--- src/hdl/seg_disp_pkg.sv ---
// Package: constants and carrier types for the seven-segment word display
package seg_disp_pkg;
  localparam int WORD_W = 16;
  localparam int CHAR_W = 8;
  localparam int SEG_W = 7;
  localparam int DIGITS = 4;
  localparam int HI_LSB = 8;
  localparam int LO_LSB = 0;
  localparam int DP_BIT = 7;
  localparam logic [SEG_W-1:0] SEG_RST = 7'h00;
  localparam logic [1:0] MODE_RST = 2'h0;
  localparam logic [6:0] HEX_CODE [16] = '{
    7'h3f, 7'h06, 7'h5b, 7'h4f, 7'h66, 7'h6d, 7'h7d, 7'h27,
    7'h7f, 7'h6f, 7'h77, 7'h7c, 7'h39, 7'h5e, 7'h79, 7'h71
  };

  typedef struct packed {
    logic [SEG_W-1:0] seg;
    logic dp;
  } digit_t;

  typedef struct packed {
    logic valid;
    logic [WORD_W-1:0] data;
  } word_in_t;

  typedef enum logic [1:0] {
    ST_FIRST = 2'b01,
    ST_SECOND = 2'b10
  } wstate_t;
endpackage

--- src/hdl/seven_segment_word_display.sv ---
// Seven-segment word display: two words into four digits
//
// Behaviour
// - Each 16-bit word is split into two independent 8-bit character codes.
// - Upper byte drives left digit of a pair, lower byte the right digit.
// - Bit one lights a segment; bits 0 to 6 map to segments A to G.
// - Decimal point shows display mode only; data bit 7 is ignored.
// - Upper and lower bytes decode identically.
// - Hex digits 0 to F use the fixed segment code table.
`timescale 1ns/1ps
module seven_segment_word_display
  import seg_disp_pkg::*;
(
  // Clock and reset
  input wire logic i_mclk,
  input wire logic i_arst_n,
  // Display words from the link logic
  input wire word_in_t i_word,
  input wire logic i_restart,
  // Current display mode, shown on the decimal points
  input wire logic [1:0] i_mode,
  // Optional hex encoder: shows a raw 16-bit value as four hex digits
  input wire logic i_hex_valid,
  input wire logic [WORD_W-1:0] i_hex_value,
  // Segment outputs, digit 0 is leftmost
  output digit_t o_digit [DIGITS],
  output logic o_frame_done
);

  // ----------------------------------------
  // Local constants
  // ----------------------------------------
  localparam int NIB_W = 4;
  localparam logic [1:0] MODE_NONE = 2'h0;

  // ----------------------------------------
  // Declarations
  // ----------------------------------------
  wstate_t state_r;
  logic [CHAR_W-1:0] first_hi_r;
  logic [CHAR_W-1:0] first_lo_r;
  logic done_r;
  logic word_take;
  logic first_take;
  logic pair_done;
  logic hex_load;
  logic char_load;
  logic any_load;
  logic [CHAR_W-1:0] pair_char [DIGITS];

  // ----------------------------------------
  // Word acceptance
  // ----------------------------------------
  // A restart wins over a word in the same cycle, so a new pair starts clean
  assign word_take = i_word.valid && !i_restart;

  // First word of a pair is held for later
  assign first_take = word_take && (state_r == ST_FIRST);

  // Second word of a pair completes the frame
  assign pair_done = word_take && (state_r == ST_SECOND);

  // ----------------------------------------
  // Pair state
  // ----------------------------------------
  // Restart drops a half-received pair
  always_ff @(posedge i_mclk or negedge i_arst_n) begin
    if (!i_arst_n) begin
      state_r <= ST_FIRST;
    end else if (i_restart) begin
      state_r <= ST_FIRST;
    end else if (i_word.valid) begin
      case (state_r)
        ST_FIRST: begin
          state_r <= ST_SECOND;
        end
        ST_SECOND: begin
          state_r <= ST_FIRST;
        end
        default: begin
          state_r <= ST_FIRST;
        end
      endcase
    end
  end

  // ----------------------------------------
  // First word hold
  // ----------------------------------------
  // Only the first word is stored; the second is used in the cycle it arrives
  always_ff @(posedge i_mclk or negedge i_arst_n) begin
    if (!i_arst_n) begin
      first_hi_r <= '0;
    end else if (first_take) begin
      first_hi_r <= i_word.data[HI_LSB +: CHAR_W];
    end
  end

  always_ff @(posedge i_mclk or negedge i_arst_n) begin
    if (!i_arst_n) begin
      first_lo_r <= '0;
    end else if (first_take) begin
      first_lo_r <= i_word.data[LO_LSB +: CHAR_W];
    end
  end

  // ----------------------------------------
  // Byte routing
  // ----------------------------------------
  // First word feeds digits 0 and 1, second word digits 2 and 3
  always_comb begin
    pair_char[0] = first_hi_r;
    pair_char[1] = first_lo_r;
    pair_char[2] = i_word.data[HI_LSB +: CHAR_W];
    pair_char[3] = i_word.data[LO_LSB +: CHAR_W];
  end

  // ----------------------------------------
  // Load select
  // ----------------------------------------
  // Hex load wins over a pair; the pair state still advances beneath it
  assign hex_load = i_hex_valid;
  assign char_load = pair_done && !i_hex_valid;
  assign any_load = hex_load || char_load;

  // ----------------------------------------
  // Per-digit decode and latch
  // ----------------------------------------
  for (genvar d = 0; d < DIGITS; d++) begin : g_digit
    logic [NIB_W-1:0] hex_nib;
    logic [SEG_W-1:0] hex_seg;
    logic [SEG_W-1:0] char_seg;
    logic [SEG_W-1:0] seg_nxt;
    logic [SEG_W-1:0] seg_r;
    logic dot_nxt;
    logic dp_r;

    // Nibble 15:12 lands on the leftmost digit
    assign hex_nib = i_hex_value[(DIGITS-1-d)*NIB_W +: NIB_W];

    // Hex digits 0 to F through the fixed code table
    always_comb begin
      hex_seg = SEG_RST;
      case (hex_nib)
        4'h0: hex_seg = HEX_CODE[0];
        4'h1: hex_seg = HEX_CODE[1];
        4'h2: hex_seg = HEX_CODE[2];
        4'h3: hex_seg = HEX_CODE[3];
        4'h4: hex_seg = HEX_CODE[4];
        4'h5: hex_seg = HEX_CODE[5];
        4'h6: hex_seg = HEX_CODE[6];
        4'h7: hex_seg = HEX_CODE[7];
        4'h8: hex_seg = HEX_CODE[8];
        4'h9: hex_seg = HEX_CODE[9];
        4'ha: hex_seg = HEX_CODE[10];
        4'hb: hex_seg = HEX_CODE[11];
        4'hc: hex_seg = HEX_CODE[12];
        4'hd: hex_seg = HEX_CODE[13];
        4'he: hex_seg = HEX_CODE[14];
        4'hf: hex_seg = HEX_CODE[15];
        default: hex_seg = SEG_RST;
      endcase
    end

    // Top bit dropped here, so a stray bit 7 never reaches the dot
    assign char_seg = pair_char[d][SEG_W-1:0];

    always_comb begin
      seg_nxt = seg_r;
      if (hex_load) begin
        seg_nxt = hex_seg;
      end else if (char_load) begin
        seg_nxt = char_seg;
      end
    end

    // Held between loads, so a half-received pair never shows
    always_ff @(posedge i_mclk or negedge i_arst_n) begin
      if (!i_arst_n) begin
        seg_r <= SEG_RST;
      end else begin
        seg_r <= seg_nxt;
      end
    end

    // Digit 0 has no mode of its own: mode 0 leaves all dots dark
    always_comb begin
      dot_nxt = 1'b0;
      case (i_mode)
        MODE_NONE: dot_nxt = 1'b0;
        default: dot_nxt = (i_mode == 2'(d));
      endcase
    end

    always_ff @(posedge i_mclk or negedge i_arst_n) begin
      if (!i_arst_n) begin
        dp_r <= 1'b0;
      end else begin
        dp_r <= dot_nxt;
      end
    end

    assign o_digit[d] = '{seg: seg_r, dp: dp_r};
  end

  // ----------------------------------------
  // Completion pulse
  // ----------------------------------------
  // One cycle high for every load that refreshes all four digits
  always_ff @(posedge i_mclk or negedge i_arst_n) begin
    if (!i_arst_n) begin
      done_r <= 1'b0;
    end else begin
      done_r <= any_load;
    end
  end

  assign o_frame_done = done_r;

endmodule

--- config.mk ---
export PLATFORM = sky130hd
export DESIGN_NAME = seven_segment_word_display
export DESIGN_NICKNAME = d
export VERILOG_FILES = /design/src/hdl/seg_disp_pkg.sv /design/src/hdl/seven_segment_word_display.sv
export SDC_FILE = /design/constraint.sdc
export NUM_CORES = 1
export LEC_CHECK = 0
export BUFFER_PORTS_ARGS = -buffer_cell sky130_fd_sc_hd__buf_2
export CORE_MARGIN = 2
export CORE_UTILIZATION = 56
export CTS_BUF_LIST = sky130_fd_sc_hd__clkbuf_4
export DETAILED_ROUTE_END_ITERATION = 8
export PLACE_DENSITY = 0.9
export SYNTH_ARGS = -nofsm -noshare
export SYNTH_HDL_FRONTEND = slang
export SYNTH_SLANG_ARGS = --single-unit
export TNS_END_PERCENT = 50
--- constraint.sdc ---
create_clock -name i_mclk -period 1.8 [get_ports i_mclk]
set_input_delay 0.18 -clock i_mclk [delete_from_list [all_inputs] [get_ports i_mclk]]
set_output_delay 0.18 -clock i_mclk [all_outputs]
set_load 0.02 [all_outputs]
==> impl_summary.md <==
STA
The total negative setup slack is 0 ns. Setup repair after global routing left no endpoint under its margin. The max-slew violation count is 0.

The number of setup violations in the final report is 0. The count of endpoints failing hold in the final timing report is 0. For the pin with the worst max-slew slack, the measured transition is 0.507 ns. The clock tree skew after final layout is 0.0144 ns. The share of the clock period used by the worst path after layout is 0.904.

Measured against its own limit, the worst slew margin works out to 0.662. The peak clock frequency supported by timing is 0.615 GHz. The post-layout minimum cycle time is 1.63 ns.

Setup path
At the worst endpoint, the arrival time is 1.87 ns. STA classifies the critical path endpoint as a flop. The end point of the critical path is g_digit[3].seg_r[4]. The destination of the worst register-to-register timing path is g_digit[3].seg_r[4]. The largest delay contributor family on the critical path is buffers and inverters. The source of the worst register-to-register timing path is state_r[0]. In this run the worst path has a maximum fanout of 11.

The register-to-register setup slack is 0.27 ns. The worst setup path is launched from a primary input. The launching instance or port of the critical path is i_restart.

The required time at the endpoint of the critical path is 2.04 ns. The number of stages on the worst setup path is 6. The critical path contains buffers and inverters numbering 3 combined. The critical path goes through dlygate4sd3_1, buf_2, and4bb_2, buf_12, mux2i_1, o21ai_1.

The number of cell instances on the worst register-to-register path is 4. The worst setup path is of the primary input to flop kind. The largest single stage delay on the critical path is 0.54 ns. The cell at the slowest stage of the critical path is and4bb_2.

Pwr
The internal power summed over all cells is 0.00167 W. Of the total power, combinational logic draws 0.269. The switching portion of total power is 0.319. The ratio of total power to cell area is 698 nW/um2.

For this design the static power due to leakage is 1.57 nW. The analysis attributes to net switching a power of 0.000784 W. The worst IR drop on VDD is 0.329 mV. The clock share of power is 0.200. The part of the power in registers is 0.531.

Detailed routing
For this block, the via count after detailed routing is 2316. The detailed router's first-iteration violation count is 123. The final layout contains routed wiring with a total length of 6230 um. The number of remaining DRC errors is 0.

The per-cell via count in the routed design is 5.51. In the final routed layout, each cell accounts on average for 14.8 um. The detail route stage leaves a number of antenna-violating nets equal to 0. The first TritonRoute pass finished after 4 iterations.

GRT
Entering global routing, the biggest net connects 28 pins. The first global-routing pass estimated 10500 um of wire. Global routing finished with a remaining overflow of 0. The via count of the first global-routing pass is 2244. For this run, the total global-route usage over all layers was measured as 0.218. The number of antenna violations at the first check in global routing is 0.

Clock tree
No sink is reached through more buffers than the 2 on the longest clock path. The number of setup buffers added after CTS is 0. The later pin in the worst-skew pair is clocked with a latency of 0.37 ns. In this run the number of H-tree levels came out at 2. The clock sink count is 48. The CTS buffer count is 5.

The hold buffer count at cts is 4. The clock-pin slew reported for the worst setup and hold paths after clock tree synthesis is 0.13 ns. The clock root buffer is clkbuf_4. The clock tree from TritonCTS is yes. After clock tree synthesis, the repair step resized 0 gates.

Run status
The run finished with clean final reports.

Yosys
After synthesis the netlist holds a flip-flop and latch count of 48. The share of the yosys chip area belonging to registers is 0.392. In the post-synthesis netlist, the biggest area contributors are dfrtp_1 (38%), ha_1 (11%), mux2i_1 (7.8%). The most used flip-flop cell after synthesis is dfrtp_1. The proportion of synthesized flip-flops having asynchronous set or reset is 1.00.

The number of instances in the synthesized netlist is 286. The synthesized area divided by synthesized cell count is 10.7 um2. The share of synthesized area in the top cell type comes to 0.383. The number of flops mapped to enable cells by yosys is 0. After synthesis the cells add up to 3070 um2. Of all cell types, the one taking the most synthesized area is dfrtp_1.

Yosys printed 0 warnings. The netlist uses 42 different library cells. Counting every net in the synthesized netlist gives 353.

Cells and area
The area growth from synthesis to layout is 14.9%. The commonest non-fill, non-tap cell in the layout is buf_2. The finished cells cover 3520 um2. The top cell types in the final layout, fill and taps aside, are buf_2 (68), dfrtp_1 (47), ha_1 (28). The count of fill cells added during filler insertion is 413.

The fraction of final layout cells sized beyond drive strength 1 is 0.269. 0 antenna diodes ended up in the layout. The net count of the finished layout is 416.

Floorplanning
The count of boundary I/O pins is 72. Measured along the x axis, the die boundary spans 78.0 um. After floorplanning, the core was divided into 26 placement rows. The die covers 6090 um2. The floorplan core area is 5200 um2.

The die outline height is 78.0 um. For this configuration, the core starts out at a cell density of 0.589.

Placement
The weighted congestion at the end of routability-driven global placement is 0.871. Detailed placement ended at an HPWL of 4870 um. The post-detailed-placement cell area is 3430 um2. The number of port buffers is 68.

Worst hold path
The kind of path behind the tightest hold check is primary input to flop.

Flow run
The tool flagged a number of max-cap violations equal to 0.
-- registers in the layout, indices dropped and copies added, names as in the netlist --
register and flops:
o_frame_done 1, first_hi_r 7, g_digit.seg_r 28, g_digit.dp_r 3, state_r 2, first_lo_r 7
-- synthesized netlist by cell type, drive strengths merged (2+ instances only) --
master,instances
nand2b,3
mux2i,24
dfrtp,47
o311ai,7
o21ai,29
inv,15
buf,16
nor2b,23
a211oi,4
nand3b,2
nor2,6
and4bb,2
mux2,17
a221o,7
ha,28
nand2,12
o211ai,3
nand3,7
clkbuf,7
mux4,3
a21oi,8
-- worst min path at each step --
stage	start	to	cells past startpoint
detailed placement	i_arst_n	g_digit[1].seg_r[0]	1
CTS	i_word[6]	first_lo_r[6]	2
global placement	i_arst_n	g_digit[1].seg_r[4]	1
floorplan	i_arst_n	first_hi_r[0]	0
global route	i_word[6]	first_lo_r[6]	2
finish	i_word[6]	first_lo_r[6]	2
-- power groups by stage --
stage / sequential [W] / clock [W] / combinational [W]
after floorplan: 0.00140 / 0 / 0.000343
after global placement: 0.00132 / 0 / 0.000632
after detailed placement: 0.00133 / 0 / 0.000658
after CTS: 0.00131 / 0.000503 / 0.000666
after global routing: 0.00133 / 0.000554 / 0.000733
final: 0.00131 / 0.000492 / 0.000660
-- per-layer routing --
metal | global-route usage | routed length [um] | vias to the layer above | part of all wire
li1 | - | - | 1135 | -
met1 | 0.263 | 2620 | 1104 | 0.42
met2 | 0.383 | 3170 | 68 | 0.51
met3 | 0.0506 | 319 | 9 | 0.051
met4 | 0.0737 | 114 | 0 | 0.018
met5 | 0 | 0 | - | 0
-- metrics by stage --
step	instances	setup slack (ns)	utilization	hold slack (ns)	total power, W
floorplan	286	0.316	-	-0.116	0.00175
global placement	408	0.289	0.659	0.167	0.00195
detailed placement	408	0.277	0.659	0.172	0.00199
CTS	420	0.169	0.677	0.0272	0.00248
global route	420	0.0603	0.677	0.0299	0.00261
finish	420	0.173	0.677	0.0356	0.00246
-- cells by family after synthesis --
| kind of cell | after synthesis | synth area share |
|---|---|---|
| AO/OA/AOI/OAI | 65 | 0.145 |
| XOR/XNOR | 1 | 0.00286 |
| adder cells (fa/ha/maj) | 28 | 0.114 |
| buffers and inverters | 38 | 0.0697 |
| flip-flops | 48 | 0.392 |
| multiplexers | 44 | 0.163 |
| other | 1 | 0.00122 |
| AND/OR/NAND/NOR | 61 | 0.113 |
-- cell type report --
cell class / count / area (um2) / area share
inverters: 15 / 56.3 / 0.0160
clock inverters: 2 / 11.3 / 0.00319
repair buffers: 79 / 470 / 0.133
well taps: 70 / 87.6 / 0.0248
clock buffers: 6 / 45.0 / 0.0128
multi-input cells: 200 / 1650 / 0.469
flip-flops and latches: 48 / 1200 / 0.341
No activity file was read; power rests on OpenSTA's default activity.
